--- src/inc/csq_pkg.sv ---
package csq_pkg;
   // Register byte offsets on the Avalon-MM slave.
   localparam logic [5:0] ADDR_GAIN_TWO   = 6'h00;
   localparam logic [5:0] ADDR_GAIN_ONE   = 6'h04;
   localparam logic [5:0] ADDR_RADIO_CFG  = 6'h08;
   localparam logic [5:0] ADDR_PKT_CTRL   = 6'h0C;
   localparam logic [5:0] ADDR_PIN_CFG    = 6'h10;
   localparam logic [5:0] ADDR_PKT_STATUS = 6'h14;
   localparam logic [5:0] ADDR_LINK_QUAL  = 6'h18;
   localparam logic [5:0] ADDR_STROBE     = 6'h1C;

   // Field positions.
   localparam int GOAL_LSB   = 0;
   localparam int DVGA_LSB   = 3;
   localparam int LNA_LSB    = 5;
   localparam int OFFS_LSB   = 0;
   localparam int STEP_LSB   = 4;
   localparam int POLICY_LSB = 0;
   localparam int TRAILER_BIT = 0;
   localparam int STB_TX_BIT  = 0;
   localparam int STB_FS_BIT  = 1;
   localparam int STB_RX_BIT  = 2;
   localparam int STB_IDLE_BIT = 3;

   // Reset values.
   localparam logic [7:0] GAIN_TWO_RST  = 8'h03;
   localparam logic [5:0] GAIN_ONE_RST  = 6'h00;
   localparam logic [1:0] POLICY_RST    = 2'h0;
   localparam logic [5:0] PIN_SEL_RST   = 6'h00;

   // Output pin select codes.
   localparam logic [5:0] PIN_SEL_FREE  = 6'h09;
   localparam logic [5:0] PIN_SEL_SENSE = 6'h0E;

   // Threshold model in half-dB units of the RSSI code.
   localparam logic signed [9:0] THR_BASE_HD  = -10'sd47;
   localparam logic signed [9:0] LNA_STEP_HD  = 10'sd5;
   localparam logic signed [9:0] DVGA_STEP_HD = 10'sd12;
   localparam logic signed [9:0] GOAL_STEP_HD = 10'sd4;
   localparam logic [2:0]        GOAL_REF     = 3'h3;
   localparam logic signed [9:0] HYST_HD      = 10'sd2;
   localparam logic signed [3:0] OFFS_MAX     = 4'sd7;
   localparam logic signed [3:0] OFFS_MIN     = -4'sd7;

   // Relative step codes in half-dB.
   localparam logic [1:0]        STEP_OFF = 2'h0;
   localparam logic signed [9:0] STEP_1_HD = 10'sd12;
   localparam logic signed [9:0] STEP_2_HD = 10'sd20;
   localparam logic signed [9:0] STEP_3_HD = 10'sd28;

   // Channel free policies.
   localparam logic [1:0] POL_ALWAYS = 2'h0;
   localparam logic [1:0] POL_RSSI   = 2'h1;
   localparam logic [1:0] POL_NOPKT  = 2'h2;
   localparam logic [1:0] POL_BOTH   = 2'h3;

   // Link quality window.
   localparam int LQI_SYMBOLS = 64;
   localparam int ERR_W = 7;
   localparam int LQI_W = 7;

   typedef enum logic [3:0]
   {
      CSQ_IDLE = 4'b0001,
      CSQ_RX   = 4'b0010,
      CSQ_TX   = 4'b0100,
      CSQ_FSTX = 4'b1000
   } csq_state_type;
endpackage

--- src/inc/csq_lqi_if.sv ---
`timescale 1ns/1ps
interface csq_lqi_if;
   import csq_pkg::*;
   logic             sync_found;
   logic             sym_valid;
   logic [ERR_W-1:0] err_mag;
   logic [LQI_W-1:0] quality;
   logic             done;

   modport meter
   (
      input  sync_found,
      input  sym_valid,
      input  err_mag,
      output quality,
      output done
   );
   modport user
   (
      output sync_found,
      output sym_valid,
      output err_mag,
      input  quality,
      input  done
   );
endinterface

--- src/csq_lqi.sv ---
`timescale 1ns/1ps
module csq_lqi
(
   // Clock and reset.
   input wire logic clk,
   input wire logic rst,
   // Symbol error stream and result.
   csq_lqi_if.meter lq
);
   import csq_pkg::*;

   localparam int CNT_W = $clog2(LQI_SYMBOLS) + 1;
   localparam int ACC_W = ERR_W + $clog2(LQI_SYMBOLS);

   logic [CNT_W-1:0] cnt_q;
   logic [ACC_W-1:0] acc_q;
   logic             busy_q;
   logic [LQI_W-1:0] quality_q;
   logic             done_q;

   // Window of symbols directly after sync; a new sync restarts it.
   always_ff @(posedge clk or posedge rst)
   begin
      if (rst)
      begin
         cnt_q  <= '0;
         acc_q  <= '0;
         busy_q <= 1'b0;
      end
      else if (lq.sync_found)
      begin
         cnt_q  <= '0;
         acc_q  <= '0;
         busy_q <= 1'b1;
      end
      else if (busy_q && lq.sym_valid)
      begin
         acc_q <= acc_q + ACC_W'(lq.err_mag);
         cnt_q <= cnt_q + 1'b1;
         if (cnt_q == CNT_W'(LQI_SYMBOLS - 1))
         begin
            busy_q <= 1'b0;
         end
      end
   end

   // Mean error magnitude: a smaller value is a cleaner link.
   always_ff @(posedge clk or posedge rst)
   begin
      if (rst)
      begin
         quality_q <= '0;
         done_q    <= 1'b0;
      end
      else
      begin
         done_q <= 1'b0;
         if (busy_q && lq.sym_valid && !lq.sync_found
             && cnt_q == CNT_W'(LQI_SYMBOLS - 1))
         begin
            quality_q <= LQI_W'((acc_q + ACC_W'(lq.err_mag)) >> (ACC_W - LQI_W));
            done_q    <= 1'b1;
         end
      end
   end

   assign lq.quality = quality_q;
   assign lq.done    = done_q;
endmodule

--- src/csq_top.sv ---
`timescale 1ns/1ps
// What this block does
// - Offset shifts threshold plus/minus 7 dB, 1 dB steps.
// - Threshold from gain caps, offset and level goal.
// - Offset resets to zero, no shift.
// - Level goal shifts threshold 2 dB per step from code 3.
// - Jump step off, or 6, 10, 14 dB.
// - Jump sense ignores absolute level.
// - Channel free shown on pin at code 0x09.
// - Policy picks one of four free conditions.
// - Transmit strobes in receive need free channel.
// - Rejected strobe never retried; host strobes again.
// - Trailer's last byte carries link quality.
// - Link quality readable in link quality register.
// - Quality averages error over 64 post-sync symbols.
// - Smaller quality value means better link.
// - Level sense uses threshold with hysteresis.
// - Jump sense sets on rise, clears on fall.
// - Sense on pin code 14 and status bit.
module csq_top
(
   // Clock and reset.
   input  wire logic        clk,
   input  wire logic        rst,
   // Avalon-MM register slave.
   input  wire logic [5:0]  avs_address,
   input  wire logic        avs_read,
   input  wire logic        avs_write,
   input  wire logic [31:0] avs_writedata,
   output logic [31:0]      avs_readdata,
   output logic             avs_waitrequest,
   // Receive path inputs from the demodulator, plus transmit done.
   input  wire logic [7:0]  rssi,
   input  wire logic        rssi_valid,
   input  wire logic        pkt_active,
   input  wire logic        sync_found,
   input  wire logic        sym_valid,
   input  wire logic [csq_pkg::ERR_W-1:0] sym_err_mag,
   input  wire logic        pkt_end,
   input  wire logic        tx_done,
   // Status trailer byte.
   output logic [7:0]       trailer_byte,
   output logic             trailer_valid,
   // Radio state and output pin.
   output csq_pkg::csq_state_type radio_state,
   output logic             output_pin
);
   import csq_pkg::*;

   logic [7:0]       gain_two_q;
   logic [5:0]       gain_one_q;
   logic [1:0]       policy_q;
   logic             trailer_on_q;
   logic [5:0]       pin_sel_q;
   logic             ack_q;
   logic [31:0]      rdata_q;
   logic             wr_take;
   logic             strobe_tx;
   logic             strobe_fs;
   logic             strobe_rx;
   logic             strobe_idle;
   csq_state_type    state_q;
   logic             abs_cs_q;
   logic             rel_cs_q;
   logic [7:0]       prev_rssi_q;
   logic             prev_ok_q;
   logic             sense;
   logic             chan_free;
   logic signed [9:0] thr_code;
   logic signed [9:0] rssi_s;
   logic signed [9:0] jump;
   logic signed [9:0] step_hd;
   logic [LQI_W-1:0] quality_q;
   logic [7:0]       trailer_q;
   logic             trailer_v_q;
   logic             pin_q;

   csq_lqi_if lq ();

   function automatic logic signed [9:0] step_of(input logic [1:0] code);
      logic signed [9:0] s;
      s = 10'sd0;
      case (code)
         2'h1: s = STEP_1_HD;
         2'h2: s = STEP_2_HD;
         2'h3: s = STEP_3_HD;
         default: s = 10'sd0;
      endcase
      return s;
   endfunction

   function automatic logic signed [3:0] clamp_offs(input logic [3:0] raw);
      logic signed [3:0] v;
      v = $signed(raw);
      if (v < OFFS_MIN)
         v = OFFS_MIN;
      return v;
   endfunction

   // Bus handshake: one wait cycle, answer at the second edge.
   assign avs_waitrequest = (avs_read || avs_write) && !ack_q;
   assign wr_take         = avs_write && ack_q;
   assign avs_readdata    = rdata_q;

   always_ff @(posedge clk or posedge rst)
   begin
      if (rst)
         ack_q <= 1'b0;
      else
         ack_q <= (avs_read || avs_write) && !ack_q;
   end

   always_ff @(posedge clk or posedge rst)
   begin
      if (rst)
      begin
         rdata_q <= 32'h0000_0000;
      end
      else if (avs_read && !ack_q)
      begin
         if (avs_address == ADDR_GAIN_TWO)
            rdata_q <= {24'h00_0000, gain_two_q};
         else if (avs_address == ADDR_GAIN_ONE)
            rdata_q <= {26'h000_0000, gain_one_q};
         else if (avs_address == ADDR_RADIO_CFG)
            rdata_q <= {30'h0000_0000, policy_q};
         else if (avs_address == ADDR_PKT_CTRL)
            rdata_q <= {31'h0000_0000, trailer_on_q};
         else if (avs_address == ADDR_PIN_CFG)
            rdata_q <= {26'h000_0000, pin_sel_q};
         else if (avs_address == ADDR_PKT_STATUS)
            rdata_q <= {24'h00_0000, state_q, 1'b0, pkt_active, chan_free, sense};
         else if (avs_address == ADDR_LINK_QUAL)
            rdata_q <= {25'h000_0000, quality_q};
         else
            rdata_q <= 32'h0000_0000;
      end
   end

   // Configuration registers.
   always_ff @(posedge clk or posedge rst)
   begin
      if (rst)
      begin
         gain_two_q   <= GAIN_TWO_RST;
         gain_one_q   <= GAIN_ONE_RST;
         policy_q     <= POLICY_RST;
         trailer_on_q <= 1'b0;
         pin_sel_q    <= PIN_SEL_RST;
      end
      else if (wr_take)
      begin
         if (avs_address == ADDR_GAIN_TWO)
            gain_two_q <= avs_writedata[7:0];
         else if (avs_address == ADDR_GAIN_ONE)
            gain_one_q <= avs_writedata[5:0];
         else if (avs_address == ADDR_RADIO_CFG)
            policy_q <= avs_writedata[POLICY_LSB +: 2];
         else if (avs_address == ADDR_PKT_CTRL)
            trailer_on_q <= avs_writedata[TRAILER_BIT];
         else if (avs_address == ADDR_PIN_CFG)
            pin_sel_q <= avs_writedata[5:0];
      end
   end

   // Command strobes are one-cycle events from the strobe register.
   assign strobe_tx   = wr_take && avs_address == ADDR_STROBE && avs_writedata[STB_TX_BIT];
   assign strobe_fs   = wr_take && avs_address == ADDR_STROBE && avs_writedata[STB_FS_BIT];
   assign strobe_rx   = wr_take && avs_address == ADDR_STROBE && avs_writedata[STB_RX_BIT];
   assign strobe_idle = wr_take && avs_address == ADDR_STROBE && avs_writedata[STB_IDLE_BIT];

   // Absolute threshold in RSSI code units.
   always_comb
   begin
      thr_code = THR_BASE_HD
               + LNA_STEP_HD * $signed({7'h00, gain_two_q[LNA_LSB +: 3]})
               + DVGA_STEP_HD * $signed({8'h00, gain_two_q[DVGA_LSB +: 2]})
               + GOAL_STEP_HD * ($signed({7'h00, gain_two_q[GOAL_LSB +: 3]})
                                 - $signed({7'h00, GOAL_REF}))
               + 10'($signed(clamp_offs(gain_one_q[OFFS_LSB +: 4])) * 2);
   end

   assign rssi_s  = 10'($signed(rssi));
   assign jump    = rssi_s - 10'($signed(prev_rssi_q));
   assign step_hd = step_of(gain_one_q[STEP_LSB +: 2]);

   always_ff @(posedge clk or posedge rst)
   begin
      if (rst)
         abs_cs_q <= 1'b0;
      else if (state_q != CSQ_RX)
         abs_cs_q <= 1'b0;
      else if (rssi_valid)
      begin
         if (rssi_s >= thr_code)
            abs_cs_q <= 1'b1;
         else if (rssi_s < thr_code - HYST_HD)
            abs_cs_q <= 1'b0;
      end
   end

   // Jump sense compares consecutive samples only.
   always_ff @(posedge clk or posedge rst)
   begin
      if (rst)
      begin
         rel_cs_q    <= 1'b0;
         prev_rssi_q <= 8'h00;
         prev_ok_q   <= 1'b0;
      end
      else if (state_q != CSQ_RX || gain_one_q[STEP_LSB +: 2] == STEP_OFF)
      begin
         rel_cs_q  <= 1'b0;
         prev_ok_q <= 1'b0;
      end
      else if (rssi_valid)
      begin
         prev_rssi_q <= rssi;
         prev_ok_q   <= 1'b1;
         if (prev_ok_q && jump >= step_hd)
         begin
            rel_cs_q <= 1'b1;
         end
         else if (prev_ok_q && jump <= -step_hd)
         begin
            rel_cs_q <= 1'b0;
         end
      end
   end

   assign sense = abs_cs_q || rel_cs_q;

   always_comb
   begin
      case (policy_q)
         POL_ALWAYS: chan_free = 1'b1;
         POL_RSSI:   chan_free = !sense;
         POL_NOPKT:  chan_free = !pkt_active;
         POL_BOTH:   chan_free = !sense && !pkt_active;
         default:    chan_free = 1'b1;
      endcase
   end

   // Radio state; a refused strobe leaves no pending request.
   always_ff @(posedge clk or posedge rst)
   begin
      if (rst)
         state_q <= CSQ_IDLE;
      else if (strobe_idle)
         state_q <= CSQ_IDLE;
      else
      begin
         case (state_q)
            CSQ_IDLE:
               if (strobe_tx)
                  state_q <= CSQ_TX;
               else if (strobe_fs)
                  state_q <= CSQ_FSTX;
               else if (strobe_rx)
                  state_q <= CSQ_RX;
            CSQ_RX:
               if (strobe_tx && chan_free)
                  state_q <= CSQ_TX;
               else if (strobe_fs && chan_free)
                  state_q <= CSQ_FSTX;
            CSQ_FSTX:
               if (strobe_tx)
                  state_q <= CSQ_TX;
               else if (strobe_rx)
                  state_q <= CSQ_RX;
            CSQ_TX:
               if (tx_done)
                  state_q <= CSQ_IDLE;
            default:
               state_q <= CSQ_IDLE;
         endcase
      end
   end

   // Link quality meter.
   assign lq.sync_found = sync_found && state_q == CSQ_RX;
   assign lq.sym_valid  = sym_valid;
   assign lq.err_mag    = sym_err_mag;

   csq_lqi u_lqi
   (
      .clk (clk),
      .rst (rst),
      .lq  (lq)
   );

   always_ff @(posedge clk or posedge rst)
   begin
      if (rst)
         quality_q <= '0;
      else if (lq.done)
         quality_q <= lq.quality;
   end

   // Last trailer byte of a received packet.
   always_ff @(posedge clk or posedge rst)
   begin
      if (rst)
      begin
         trailer_q   <= 8'h00;
         trailer_v_q <= 1'b0;
      end
      else
      begin
         trailer_v_q <= pkt_end && trailer_on_q;
         if (pkt_end && trailer_on_q)
         begin
            trailer_q <= {1'b0, quality_q};
         end
      end
   end

   always_ff @(posedge clk or posedge rst)
   begin
      if (rst)
         pin_q <= 1'b0;
      else if (pin_sel_q == PIN_SEL_FREE)
         pin_q <= chan_free;
      else if (pin_sel_q == PIN_SEL_SENSE)
         pin_q <= sense;
      else
         pin_q <= 1'b0;
   end

   assign trailer_byte  = trailer_q;
   assign trailer_valid = trailer_v_q;
   assign radio_state   = state_q;
   assign output_pin    = pin_q;
endmodule

--- config.mk ---
export PLATFORM = sky130hd
export DESIGN_NAME = csq_top
export DESIGN_NICKNAME = d
export VERILOG_FILES = /design/src/inc/csq_pkg.sv /design/src/inc/csq_lqi_if.sv /design/src/csq_lqi.sv /design/src/csq_top.sv
export SDC_FILE = /design/constraint.sdc
export NUM_CORES = 1
export LEC_CHECK = 0
export BUFFER_PORTS_ARGS = -buffer_cell sky130_fd_sc_hd__buf_2
export CAP_MARGIN = 5
export CORE_AREA = 2 2 131 133
export CTS_CLUSTER_DIAMETER = 80
export DETAILED_ROUTE_END_ITERATION = 8
export DIE_AREA = 0 0 133 135
export PLACE_DENSITY = 0.58
export SLEW_MARGIN = 20
export SYNTH_ARGS = -nofsm -noshare
export SYNTH_HDL_FRONTEND = slang
export SYNTH_SLANG_ARGS = --single-unit
--- constraint.sdc ---
create_clock -name clk -period 9.89 [get_ports clk]
set_input_delay 0.4945 -clock clk [delete_from_list [all_inputs] [get_ports clk]]
set_output_delay 0.4945 -clock clk [all_outputs]
set_load 0.05 [all_outputs]
# ---- After elaboration in Yosys (flattened, before gate mapping)
# Cells that the tools add are included.
dict set report totals {
  register_bits 116
  inputBits 63
  out_inout_bits 47
  elab_cells 149
}
dict set report op_classes {
  n_addsub 10
  mul 2
  n_lt_le_gt_ge 5
  n_eq_ne 23
  n_mux 39
  bitwise 5
  reduce_logical 44
}
# operator count
set ops {}
lappend ops {{2-to-1 mux 8 bit} 6}
lappend ops {{2-to-1 mux 4 bit} 9}
lappend ops {{2-to-1 mux 13 bit} 2}
lappend ops {{equality test 6 x 4 -> 1 bit (second input constant)} 4}
lappend ops {{equality test 6 x 5 -> 1 bit (second input constant)} 4}
lappend ops {{2-to-1 mux 7 bit} 3}
lappend ops {{logical AND 1 bit} 18}
lappend ops {{2-to-1 mux 1 bit} 16}
lappend ops {{case mux 4 bit (4 select lines)} 1}
lappend ops {{case mux 5 bit (3 select lines)} 1}
lappend ops {{adder 13 x 7 -> 13 bit} 1}
lappend ops {{AND reduction 2 bit} 6}
lappend ops {{adder 10 x 5 -> 10 bit} 1}
lappend ops {{adder 9 x 6 -> 10 bit} 1}
lappend ops {{>= comparator 8 x 10 -> 1 bit} 1}
lappend ops {{less-or-equal comparator 9 x 10 -> 1 bit} 1}
lappend ops {{< comparator 8 x 10 -> 1 bit} 1}
lappend ops {{negator 10 bit} 1}
lappend ops {{subtractor 10 x 3 -> 10 bit (second input constant)} 1}
lappend ops {{adder 8 x 7 -> 9 bit} 1}
lappend ops {{>= comparator 9 x 6 -> 1 bit} 1}
lappend ops {{subtractor 8 x 8 -> 9 bit} 1}
lappend ops {{adder 7 x 7 -> 8 bit (first input constant)} 1}
lappend ops {{equality test 2 bit (second input constant)} 4}
lappend ops {{other kinds (27)} 42}

# ---- Logic depth before layout (Yosys ltp)
# Gate-level depths: netlist of run 1.
dict set report logic_depth {
  word_depth 11
  depth_mapped 22
  mapped_depth_nobuf 22
}

# ---- Hierarchy
# Synthesis of run 1 repeated with hierarchy kept, for this count alone.
dict set report unflattened {
  hier_cells 692
  area_unflattened_um2 6726.5
}
# mod instances cells_each area_per_inst_um2
set by_module_without_submodules {}
lappend by_module_without_submodules {csq_top 1 520 5039.8}
lappend by_module_without_submodules {csq_lqi 1 172 1686.6}

# ---- Worst setup path before layout of run 1
# OpenSTA, ideal clock, no wires.
dict set report synth_path {
  kind {register to register}
  from {register gain_two_q[5]}
  to {register abs_cs_q}
  setup_ns 0.135
  t_arrival_ns 4.565
  required_time_ns 9.755
  setup_slack_ns 5.190
  stages_incl_launch_ff 22
  path_buffers 0
  path_cell_list {dfrtp_1 > ha_1 > ha_1 > ha_1 > inv_1 > ha_1 > fa_1 > fa_1 > inv_1 > ha_1 > a21oi_1 > nor2_1 > a211o_1 > a21oi_1 > xor2_1 > nand3_1 > xnor2_1 > ha_1 > nor3b_1 > o21ai_0 > a32oi_1 > o211ai_1}
}
dict set report synth_between {
  elab_chain_cells 9
}
# item line
set synth_lines {}
lappend synth_lines {{start, declared} csq_top.sv:50} ;# logic [7:0] gain_two_q;
lappend synth_lines {{start signal, assigned} csq_top.sv:154} ;# gain_two_q <= avs_writedata[7:0];
lappend synth_lines {{multiplier 3 x 3 -> 6 bit *} csq_top.sv:176} ;# + LNA_STEP_HD * $signed({7'h00, gain_two_q[LNA_LSB +: 3]})
lappend synth_lines {{adder 7 x 7 -> 8 bit *} csq_top.sv:176}
lappend synth_lines {{adder 8 x 7 -> 9 bit *} csq_top.sv:177} ;# + DVGA_STEP_HD * $signed({8'h00, gain_two_q[DVGA_LSB +: 2]})
lappend synth_lines {{adder 9 x 6 -> 10 bit *} csq_top.sv:178} ;# + GOAL_STEP_HD * ($signed({7'h00, gain_two_q[GOAL_LSB +: 3]})
lappend synth_lines {{adder 10 x 5 -> 10 bit *} csq_top.sv:180} ;# + 10'($signed(clamp_offs(gain_one_q[OFFS_LSB +: 4])) * 2);
lappend synth_lines {{subtractor 10 x 3 -> 10 bit / >= comparator 8 x 10 -> 1 bit (equally long branches)} {csq_top.sv:197, csq_top.sv:195}}
lappend synth_lines {{< comparator 8 x 10 -> 1 bit / 2-to-1 mux 1 bit (equally long branches)} {csq_top.sv:197, csq_top.sv:195}}
lappend synth_lines {{nonzero test 3 bit (no line) / 2-to-1 mux 1 bit (equally long branches)} -}
lappend synth_lines {{AND reduction 2 bit (no line) / 2-to-1 mux 1 bit (equally long branches)} -}
lappend synth_lines {{end signal, assigned} csq_top.sv:192} ;# abs_cs_q <= 1'b0;
lappend synth_lines {{end signal, assigned} csq_top.sv:196} ;# abs_cs_q <= 1'b1;
lappend synth_lines {{end signal, assigned} csq_top.sv:198} ;# abs_cs_q <= 1'b0;
lappend synth_lines {{end, declared} csq_top.sv:63} ;# logic abs_cs_q;
# Mark *: on every way between the ends. The rest lies on a longest branch, timed or not. The select of a mux whose other input is x is not followed.
# A chain may end at the register's enable or synchronous reset.

# ---- Worst setup path in the final report of run 1
dict set report layout_path {
  from {register gain_two_q[7]}
  to {register abs_cs_q}
}
# The elaborated chain is that of the path after synthesis.

==> summary.txt, run 1 <==
Outcome
  • Outcome: finished clean

STA
  • Max Freq: just under 0.2 GHz
  • RSZ-0062 raised after global routing: no
  • Final worst path period share: 0.527
  • Actual slew at the worst max-slew pin: 889 ps
  • Relative slew margins: 0.407
  • Tmin final: between 5000 and 6000 ps
  • Setup TNS Final: 0 ps
  • Worst Clk Skew: 7.67 ps
  • Setup Viol. Count Final: 0
  • Final Hold Fails: 0
  • PnR worst setup slack: 4680 ps
  • Max-slew violation count: 0

Yosys
  • Post-synth ARST share: 1.00
  • Post-Syn Area: 6500 um^2
  • Yosys top cell by area: dfrtp_1
  • Synth unique cells: 63
  • Syn avg cell area: 9.64 um^2
  • Yosys top cell area share: 0.343
  • Number of enable flip-flop cells after synthesis: 0
  • Area contributors post-synth: dfrtp_1, ha_1, mux2_2
  • Register area share after synthesis: 0.355
  • Primary FF master, synth: dfrtp_1
  • Flip-flop and latch count after synthesis: 92
  • Count leader, synth: dfrtp_1
  • Synth Warn #: 0
  • Synth Instances: a little under 700
  • Post-synth top cells: dfrtp_1, ha_1, nand2_1, inv_1, nor2_1

Detailed routing
  • DR iter-0 viols: ~190
  • DRC Markers: 0
  • Vias/cell: roughly 5.1
  • Wire per inst: 15.0 um
  • Router iterations before antenna repair: 5
  • DRT Wirelength: 14,300 um
  • Post-route ant nets: 0
  • DR vias: 4,890

Cells and area
  • Fill cells: 1,591
  • Syn-to-layout area delta: 11.0%
  • Layout cells sized above 1: 0.180
  • Nets: 871

Clock tree
  • Clock Tree Buf Depth: 2
  • Clk slew on worst S/H paths: 70 ps
  • Post-CTS setup buffers: 0
  • Resize count post-CTS: 0
  • CTS H-tree depth: 3
  • Clock root buffer: clkbuf_16
  • Clock Latency Late Sink: 350 ps
  • CTS tree: done
  • Number of buffers created by CTS: 9
  • Sink Count: 92
  • Hold-fix buffers, CTS: 0

Floorplan
  • Die area: 18,000 um^2
  • I/O Pins: 110
  • FP Rows: 47
  • Height of the die: around 140 um
  • Core area: roughly 16,000 um^2
  • Chip width: 133 um
  • Starting density of the core: 0.396

Place
  • DP HPWL: 11,100 um
  • GP Congestion: 0.845
  • IO Port Bufs: 60
  • Worst setup slack after placement: 4710 ps

Setup path
  • Largest delay share family, worst path: adder cells
  • CP Launch Point: gain_two_q[7]
  • Crit Path Max Fanout: 4
  • Worst setup SP type: flip-flop
  • Buf+Inv Stages, Crit Path: 2
  • Worst path cell trace: ha_1, ha_1, ha_1, inv_1, ha_1, fa_1, fa_1, inv_1, ha_1, a21oi_1, nor2_1, a211o_1, a21oi_1, xor2_1, nand3_1, xnor2_1, ha_1, nor3b_1, o21ai_0, a32oi_1, o211ai_1
  • CP Data Required Time: roughly 10,000 ps
  • CP dominant cell by count: ha_1
  • Worst Setup End Kind: flip-flop
  • Crit path kind: reg -> reg
  • Reg2Reg Setup Slack: 4680 ps
  • CP arrival: ~5400 ps
  • Crit path largest cell delay: 580 ps
  • CP max-delay cell: fa_1
  • R2R Path Start: gain_two_q[7]

GRT
  • First-pass GRT wire length: 24,400 um
  • Vias in the first global route: 5,032
  • Largest net degree at the start of global routing: 72
  • Gr ovfl total: 0
  • GRT Util Overall: 0.169
  • Initial antenna violation count: 1

Flow run
  • Max-cap violations: 0

Power
  • Pwr/cell area: between 200 and 250 nW/um^2
  • Tot Pwr: 1.55 mW
  • Leak: 3.57 nW
  • Worst VDD drop: 110 uV

Worst hold path
  • Hold Crit Class: in -> async
==> state kept, by name, summed over array words and instances (netlist names), 2 cells and up <==
signal	flops
u_lqi.acc_q	13
avs_readdata	8
gain_two_q	8
prev_rssi_q	8
quality_q	7
trailer_byte	7
u_lqi.cnt_q	7
u_lqi.lq.quality	7
gain_one_q	6
pin_sel_q	6
radio_state	4
policy_q	2
==> final timing paths <==
path                              endpoint  depth (start not counted)
setup / recovery                  abs_cs_q                         21
hold / removal              prev_rssi_q[2]                          2
setup reg to reg                  abs_cs_q                         21
hold reg to reg                 output_pin                          1
max in group asynchronous  avs_readdata[6]                          3
min in group clk             gain_two_q[7]                          2
==> stage by stage <==
step	area, um^2	hold WS (ps)	utilization	cells
2_1_floorplan	6590	424	-	698
3_3_place_gp	6910	466	0.421	936
3_5_place_dp	6910	468	0.421	936
4_1_cts	7210	136	0.439	952
5_1_grt	7210	153	0.439	952
6_report	7210	125	0.440	953
==> where the power goes <==
part | internal (mW) | total (mW) | switching, mW
Combinational | 0.329 | 0.765 | 0.436
Sequential | 0.402 | 0.426 | 0.0243
Clock | 0.199 | 0.354 | 0.155
==> layout make-up <==
type,count,area [um^2],area share
clock buffer,10,229,0.0317
inverter,56,211,0.0293
multi-input combinational,506,3800,0.527
clock inverter,6,73.8,0.0102
timing repair buffer,62,315,0.0437
antenna,1,2.50,0.000347
sequential,92,2310,0.320
tap,220,275,0.0382
==> worst register-to-register path, cell delays in order (launching register included) <==
cell and delay, ps:
dfrtp_1 450, ha_1 230, ha_1 180, ha_1 260, inv_1 40, ha_1 300, fa_1 510, fa_1 580
inv_1 60, ha_1 280, a21oi_1 200, nor2_1 80, a211o_1 230, a21oi_1 170, xor2_1 310, nand3_1 150
xnor2_1 150, ha_1 300, nor3b_1 180, o21ai_0 100, a32oi_1 200, o211ai_1 110
==> cells in the final DEF (no fill, tap or decap), types with 6 or more instances in the layout <==
cell	count
inv_1	55
mux2_2	38
a22oi_1	6
buf_2	60
o21ai_0	41
a21oi_1	26
xor2_1	25
a21o_1	6
nor3_1	13
nand2_1	65
nand4_1	6
nor2_1	46
fa_1	11
nand2b_1	7
dfrtp_1	89
o21a_1	6
ha_1	70
nor2b_1	12
clkbuf_16	9
nand3_1	11
xnor2_1	14
conb_1	25
==> logic make-up (layout without fill, tap and decap cells) <==
family	after synthesis	in the layout	share of synthesized area
other cells	1	26	0.000577
xor+xnor	39	39	0.0526
simple gates	190	190	0.142
compound gates	127	127	0.124
mux	44	44	0.0828
flops	92	92	0.355
buf+inv	100	134	0.0743
fa+ha+maj	81	81	0.169
==> per-layer routing <==
layer	track usage	up-vias	wire length (um)
met5	0	-	0
met4	0.0573	0	204
met3	0.0360	16	642
met2	0.284	84	7040
met1	0.218	2394	6440
li1	-	2396	-
Power figures use the tool's default switching activity.
==> run 2: changes to the inputs <==
--- a/config.mk
+++ b/config.mk
@@ -11,7 +11,7 @@
 export CTS_CLUSTER_DIAMETER = 80
 export DETAILED_ROUTE_END_ITERATION = 8
 export DIE_AREA = 0 0 133 135
-export PLACE_DENSITY = 0.58
+export PLACE_DENSITY = 0.61
 export SLEW_MARGIN = 20
 export SYNTH_ARGS = -nofsm -noshare
 export SYNTH_HDL_FRONTEND = slang
==> constraint.sdc (replaced) <==
create_clock -name clk -period 4.78 [get_ports clk]
set_input_delay 0.239 -clock clk [delete_from_list [all_inputs] [get_ports clk]]
set_output_delay 0.239 -clock clk [all_outputs]
set_load 0.05 [all_outputs]
==> run 2 against run 1 <==
Effect of this change:
- worst setup slack worse by 4600 ps
- count of clock-buffer cells in the layout up 1
- sequential cell count unchanged
- via count up 0.14%
- sequential share of layout area down 1.6 points
- worst hold slack better by 1.9 ps
- register-to-register slack worse by 4600 ps
- largest cell class unchanged
==> summary.txt, run 2 (synthesis gave the netlist of run 1 again) <==
Outcome
  • Outcome: finished clean

GRT
  • Routing usage on met2: 0.275 (-0.00864)
  • First-pass GRT wire length: 23,700 um (-2.9%)
  • Gr ovfl total: 0 (unchanged)
  • Gr busiest metal: met2
  • GR met3 Demand/Resource: 0.0439 (+0.00788)
  • Vias in the first global route: 4,812 (-4.4%)
  • GRT Util Overall: 0.166 (-0.00346)
  • Grt met1 use: 0.218 (-0.000498)
  • Initial antenna violation count: 1 (unchanged)
  • Largest net degree at the start of global routing: 61 (-15%)

STA
  • Tmin final: 4690 ps (-522 ps)
  • Final worst path period share: 0.980 (+0.454)
  • Max Freq: 0.213 GHz (+11%)
  • Max-slew violation count: 0 (unchanged)
  • Final Hold Fails: 0 (unchanged)
  • Relative slew margins: 0.370 (-0.0377)
  • RSZ-0062 raised after global routing: yes
  • Actual slew at the worst max-slew pin: 932 ps (+43.4 ps)
  • Setup Viol. Count Final: 0 (unchanged)
  • Final hold slack: 127 ps (+1.92 ps)
  • Worst Clk Skew: 6.45 ps (-1.22 ps)

Power
  • Gate power share: 0.577 (+0.082)
  • Leak: 3.71 nW (+4.1%)
  • Switching power: 1.45 mW (+140%)
  • Sequential Power Share: 0.240 (-0.036)
  • Worst VDD drop: 301 uV (+170%)
  • Pwr/cell area: 481 nW/um^2 (+120%)
  • Int Pwr: 2.20 mW (+140%)
  • Sw Ratio: 0.398 (about the same)
  • Tot Pwr: 3.66 mW (+140%)
  • Clock power frac: 0.183 (-0.046)

Floorplan
  • Height of the die: 135 um (unchanged)
  • Core area: 16,400 um^2 (unchanged)
  • Chip width: 133 um (unchanged)
  • Starting density of the core: 0.396 (unchanged)
  • Die area: 18,000 um^2 (unchanged)
  • I/O Pins: 110 (unchanged)
  • FP Rows: 47 (unchanged)

Detailed routing
  • Post-route ant nets: 0 (unchanged)
  • Router iterations before antenna repair: 4 (-1)
  • DR iter-0 viols: 192 (-1.0%)
  • Wire per inst: 14.9 um (-0.89%)
  • DRC Markers: 0 (unchanged)
  • DR vias: 4,897 (+0.14%)
  • DRT Wirelength: 14,600 um (+1.6%)
  • Vias/cell: 5.01 (-2.3%)

Setup path
  • Crit Path Max Fanout: 2 (-2)
  • Worst Setup End Kind: flip-flop
  • Crit path kind: reg -> reg
  • Worst setup SP type: flip-flop
  • CP Data Required Time: 5050 ps (-5060 ps)
  • CP arrival: 4950 ps (-470 ps)

Cells and area
  • Biggest register: u_lqi.acc_q
  • Most common cell after layout, fill and taps aside: dfrtp_1
  • Flip-flop count of the largest register after layout: 13 (unchanged)
  • FF+latch area: 2310 um^2 (unchanged)
  • Fin util: 0.463 (+0.0236)
  • Fin area: 7600 um^2 (+5.4%)
  • Layout cells sized above 1: 0.251 (+0.0707)
  • Commonest non-fill, non-tap cells in the layout: dfrtp_1, nand2_1, ha_1, buf_2, inv_1
  • Syn-to-layout area delta: 17.0%
  • Area of the multi-input gates: 4030 um^2 (+6.1%)
  • Fill cells: 1,584 (-0.44%)
  • Diodes inserted: 0 (-1)
  • Nets: 896 (+2.9%)

Clock tree
  • Clock root buffer: clkbuf_16
  • Number of buffers created by CTS: 9 (unchanged)
  • Sink Count: 92 (unchanged)
  • CTS H-tree depth: 3 (unchanged)
  • Clock Tree Buf Depth: 2 (unchanged)
  • Clock Latency Late Sink: 350 ps (about the same)
  • Clk slew on worst S/H paths: 70 ps (about the same)
  • CTS tree: done

Worst hold path
  • Hold Crit Class: in -> reg

Flow run
  • Max-cap violations: 0 (unchanged)

Place
  • DP HPWL: 10,900 um (-2.4%)
  • IO Port Bufs: 60 (unchanged)
  • Placed Area: 7000 um^2 (+1.3%)
  • GP Congestion: 0.831 (-1.6%)
run 2: cell types whose count changed in the layout (fill, tap and decap cells not counted), sizes merged:
| cell | previous run | this run |
|---|---|---|
| dlygate4sd3 | 0 | 1 |
| bufinv | 1 | 0 |
| diode | 1 | 0 |
| buf | 62 | 86 |
| clkbuf | 10 | 11 |
run 2: cell type report:
type,count,area share
clock inverters,5,0.00494
flip-flops and latches,92,0.303
well taps,220,0.0362
inverters,56,0.0280
repair buffers,87,0.0665
clock buffers,11,0.0306
multi-input cells,506,0.530
run 2: timing repair:
item / in CTS / in global routing
resized for setup: 6 / 35
endpoints found under the hold margin: 30 / 0
pin swaps: 11 / 28
buffers inserted: 3 / 9
hold buffers: 1 / 0
endpoints found under the setup margin: 1 / 1
run 2: power by group through the flow:
stage | Sequential, mW | Combinational (mW) | Clock [mW]
6_report | 0.879 | 2.11 | 0.669
5_1_grt | 0.886 | 2.34 | 0.720
4_1_cts | 0.877 | 1.79 | 0.691
3_5_place_dp | 0.891 | 1.66 | 0
3_3_place_gp | 0.890 | 1.65 | 0
2_1_floorplan | 0.897 | 1.25 | 0
run 2: path summary, 6_finish.rpt:
path | startpoint | slack, ps | cells after the start | to
hold / removal | avs_writedata[6] | 130 | 2 | gain_two_q[6]
setup reg to reg | gain_two_q[7] | 90 | 21 | abs_cs_q
setup / recovery | gain_two_q[7] | 90 | 21 | abs_cs_q
hold reg to reg | pin_sel_q[5] | 470 | 1 | output_pin
max in group asynchronous | rst | 3230 | 4 | trailer_byte[0]
min in group asynchronous | rst | 430 | 3 | prev_rssi_q[2]
run 2: routing by layer:
layer / vias to the layer above / share of wire
met4: 2 / 0.0087
met2: 74 / 0.48
met3: 11 / 0.038
met5: - / 0.00076
met1: 2356 / 0.47
li1: 2454 / -
run 2: critical path, cell delays in order, from the launching register on:
cell and delay, ps:
dfrtp_1 390, ha_2 210, ha_4 160, ha_4 250, inv_2 40, ha_4 210, fa_1 510, fa_1 580
inv_2 60, ha_4 220, a21oi_4 150, nor2_1 60, a211o_1 270, a21oi_2 130, xor2_1 230, nand3_2 110
xnor2_1 140, ha_1 310, nor3b_2 160, o21ai_1 140, a32oi_1 70, o211ai_1 190
run 2: per-stage QoR:
stage	worst slack [ps]	setup TNS (ps)	instances
after floorplan	80.2	0	698
after global placement	-35.1	-35.1	948
after detailed placement	-109	-109	948
after CTS	0.859	0	968
after global routing	-129	-129	977
final	94.1	0	977
==> run 3: changes to the inputs <==
--- a/config.mk
+++ b/config.mk
@@ -7,11 +7,11 @@
 export LEC_CHECK = 0
 export BUFFER_PORTS_ARGS = -buffer_cell sky130_fd_sc_hd__buf_2
 export CAP_MARGIN = 5
-export CORE_AREA = 2 2 131 133
+export CORE_AREA = 2 2 115 117
 export CTS_CLUSTER_DIAMETER = 80
 export DETAILED_ROUTE_END_ITERATION = 8
-export DIE_AREA = 0 0 133 135
-export PLACE_DENSITY = 0.61
+export DIE_AREA = 0 0 117 119
+export PLACE_DENSITY = 0.76
 export SLEW_MARGIN = 20
 export SYNTH_ARGS = -nofsm -noshare
 export SYNTH_HDL_FRONTEND = slang
==> run 3 against run 2 <==
Effect of this change:
- largest power group unchanged
- first-iteration DRC count increased by 69%
- worst hold slack got worse by 55 ps
- maximum frequency increased by 1.1%
- sequential power about the same
- cell count decreased by 5.4%
==> summary.txt, run 3 (synthesis gave the netlist of run 1 again) <==
Outcome
  • Outcome: finished clean

STA
  • Setup Viol. Count Final: 0 (unchanged)
  • Final Hold Fails: 0 (unchanged)
  • Max-slew violation count: 0 (unchanged)
  • PnR worst setup slack: 145 ps (+51.3 ps)
  • Max Freq: 0.216 GHz (+1.1%)
  • Final worst path period share: 0.970 (-0.0107)
  • Worst Clk Skew: 8.62 ps (+2.17 ps)
  • RSZ-0062 raised after global routing: yes
  • Actual slew at the worst max-slew pin: 968 ps (+35.7 ps)
  • Tmin final: 4630 ps (-51.3 ps)
  • Relative slew margins: 0.345 (-0.0242)

Cells and area
  • Flip-flop count of the largest register after layout: 13 (unchanged)
  • Fin area: 7480 um^2 (-1.6%)
  • Biggest register: u_lqi.acc_q
  • Diodes inserted: 0 (unchanged)
  • Syn-to-layout area delta: 15.1%
  • Most common cell after layout, fill and taps aside: dfrtp_1
  • Layout cells sized above 1: 0.239 (-0.0117)
  • Nets: 887 (-1.0%)
  • Commonest non-fill, non-tap cells in the layout: dfrtp_1, nand2_1, ha_1

Power
  • Sequential Power Share: 0.235 (-0.005)
  • Switching power: 1.49 mW (+2.5%)
  • Pwr/cell area: 501 nW/um^2 (+4.2%)
  • Sw Ratio: 0.398 (about the same)
  • Leak: 3.70 nW (-0.42%)
  • Int Pwr: 2.26 mW (+2.5%)
  • Worst VDD drop: 295 uV (-2.2%)
  • Clock power frac: 0.201 (+0.018)
  • Gate power share: 0.564 (-0.013)

GRT
  • Largest net degree at the start of global routing: 55 (-9.8%)
  • GRT Util Overall: 0.216 (+0.0502)
  • Vias in the first global route: 5,052 (+5.0%)
  • Gr ovfl total: 0 (unchanged)
  • First-pass GRT wire length: 24,100 um (+1.7%)
  • Gr busiest metal: met2
  • GR met3 Demand/Resource: 0.0361 (-0.00779)
  • Grt met1 use: 0.278 (+0.0601)
  • Routing usage on met2: 0.371 (+0.0958)
  • Initial antenna violation count: 1 (unchanged)

Place
  • IO Port Bufs: 60 (unchanged)
  • Worst setup slack after placement: -80.4 ps (+28.2 ps)
  • GP Congestion: 0.844 (+1.5%)
  • DP HPWL: 11,000 um (+1.1%)
  • Placed Area: 6930 um^2 (-1.0%)

Clock tree
  • Clock Tree Buf Depth: 2 (unchanged)
  • Number of buffers created by CTS: 9 (unchanged)
  • Clock Latency Late Sink: 340 ps (about the same)
  • CTS tree: done
  • CTS H-tree depth: 3 (unchanged)
  • Sink Count: 92 (unchanged)
  • Hold-fix buffers, CTS: 0 (-1)
  • Clock root buffer: clkbuf_16
  • Clk slew on worst S/H paths: 70 ps (about the same)

Setup path
  • Crit path kind: reg -> reg
  • Crit path largest cell delay: 520 ps (-60 ps)
  • Worst Setup End Kind: flip-flop
  • Reg2Reg Setup Slack: 150 ps (+50 ps)
  • CP arrival: 4850 ps (-100 ps)
  • Worst reg2reg path depth: 19 (-9.5%)
  • Crit Path Max Fanout: 3 (+1)
  • CP Data Required Time: 4990 ps (-60 ps)
  • Worst setup SP type: flip-flop
  • Worst R2R End: abs_cs_q
  • R2R Path Start: gain_two_q[7]
  • CP max-delay cell: fa_1
  • Worst path cell trace: ha_2, ha_4, fa_1, fa_1, ha_1, ha_2, inv_1, fa_2, nand2b_4, o2bb2ai_2, xnor2_2, nor3_4, nand3_2, xnor2_2, ha_1, nor3b_2, o21ai_1, a32oi_1, o211ai_1

Detailed routing
  • Router iterations before antenna repair: 5 (+1)
  • Vias/cell: 5.51 (+9.9%)
  • DRT Wirelength: 14,700 um (+0.78%)
  • DRC Markers: 0 (unchanged)
  • DR vias: 5,091 (+4.0%)
  • Post-route ant nets: 0 (unchanged)
  • DR iter-0 viols: 325 (+69%)
  • Wire per inst: 15.9 um (+6.6%)

Floorplan
  • Die area: 13,900 um^2 (-22%)
  • Height of the die: 119 um (-12%)
  • I/O Pins: 110 (unchanged)
  • Starting density of the core: 0.505 (+0.109)
  • Chip width: 117 um (-12%)
  • FP Rows: 42 (-11%)
  • Core area: 12,900 um^2 (-22%)

Worst hold path
  • Hold Crit Class: in -> async

Flow run
  • Max-cap violations: 0 (unchanged)
[run 3: changes by cell type in the layout (fill, tap and decap cells not counted), sizes merged]
cell         change
buf              -8
dlygate4sd3      -1
inv              +1
clkinv           +2
clkinvlp         -2
bufinv           +1
clkbuf           -2
[run 3: metal layers]
layer,wire length (um),part of all wire
met3,641,0.044
met1,6270,0.43
met4,272,0.019
met2,7470,0.51
met5,13,0.00089
[run 3: worst max path at each step]
stage / endpoint / slack, ps / start
2_1_floorplan: abs_cs_q / 80 / gain_two_q[5]
3_3_place_gp: abs_cs_q / 20 / gain_two_q[5]
3_5_place_dp: abs_cs_q / -80 / gain_two_q[5]
4_1_cts: abs_cs_q / 10 / gain_two_q[5]
5_1_grt: abs_cs_q / -60 / gain_two_q[7]
6_report: abs_cs_q / 150 / gain_two_q[7]
[run 3: power groups by stage]
stage | combinational [mW] | sequential, mW | clock, mW
after floorplan | 1.25 | 0.897 | 0
final | 2.11 | 0.880 | 0.754
after global routing | 2.34 | 0.887 | 0.794
after global placement | 1.63 | 0.889 | 0
after CTS | 1.85 | 0.878 | 0.763
after detailed placement | 1.73 | 0.893 | 0
[run 3: critical path, delay by kind of cell, from the launching register on]
family / cells / cell delay [ps]
compound gates: 4 / 490
simple gates: 4 / 640
fa+ha+maj: 8 / 2600
xor+xnor: 2 / 340
buf+inv: 1 / 60
flops: 1 / 390
[run 3: repair_timing]
item,CTS,global route
pin swaps,10,25
gates resized for setup,8,28
setup endpoints to repair,1,1
buffers inserted,1,5
[run 3: cell type report]
class                      instances  area (um^2)
clock buffer                       9          225
multi-input combinational        506         3990
fill                            1079         5400
clock inverter                     7         92.6
timing repair buffer              78          435
inverter                          56          211
tap                              176          220
sequential                        92         2310
[run 3: through the flow]
step	TNS (ps)	std cells	hold slack (ps)	power, mW	util
final	0	924	71.8	3.75	0.581
after global routing	-56.1	924	141	4.02	0.581
after CTS	0	919	109	3.49	0.566
after detailed placement	-80.4	902	469	2.62	0.538
after global placement	0	902	450	2.52	0.538
after floorplan	0	698	356	2.14	-
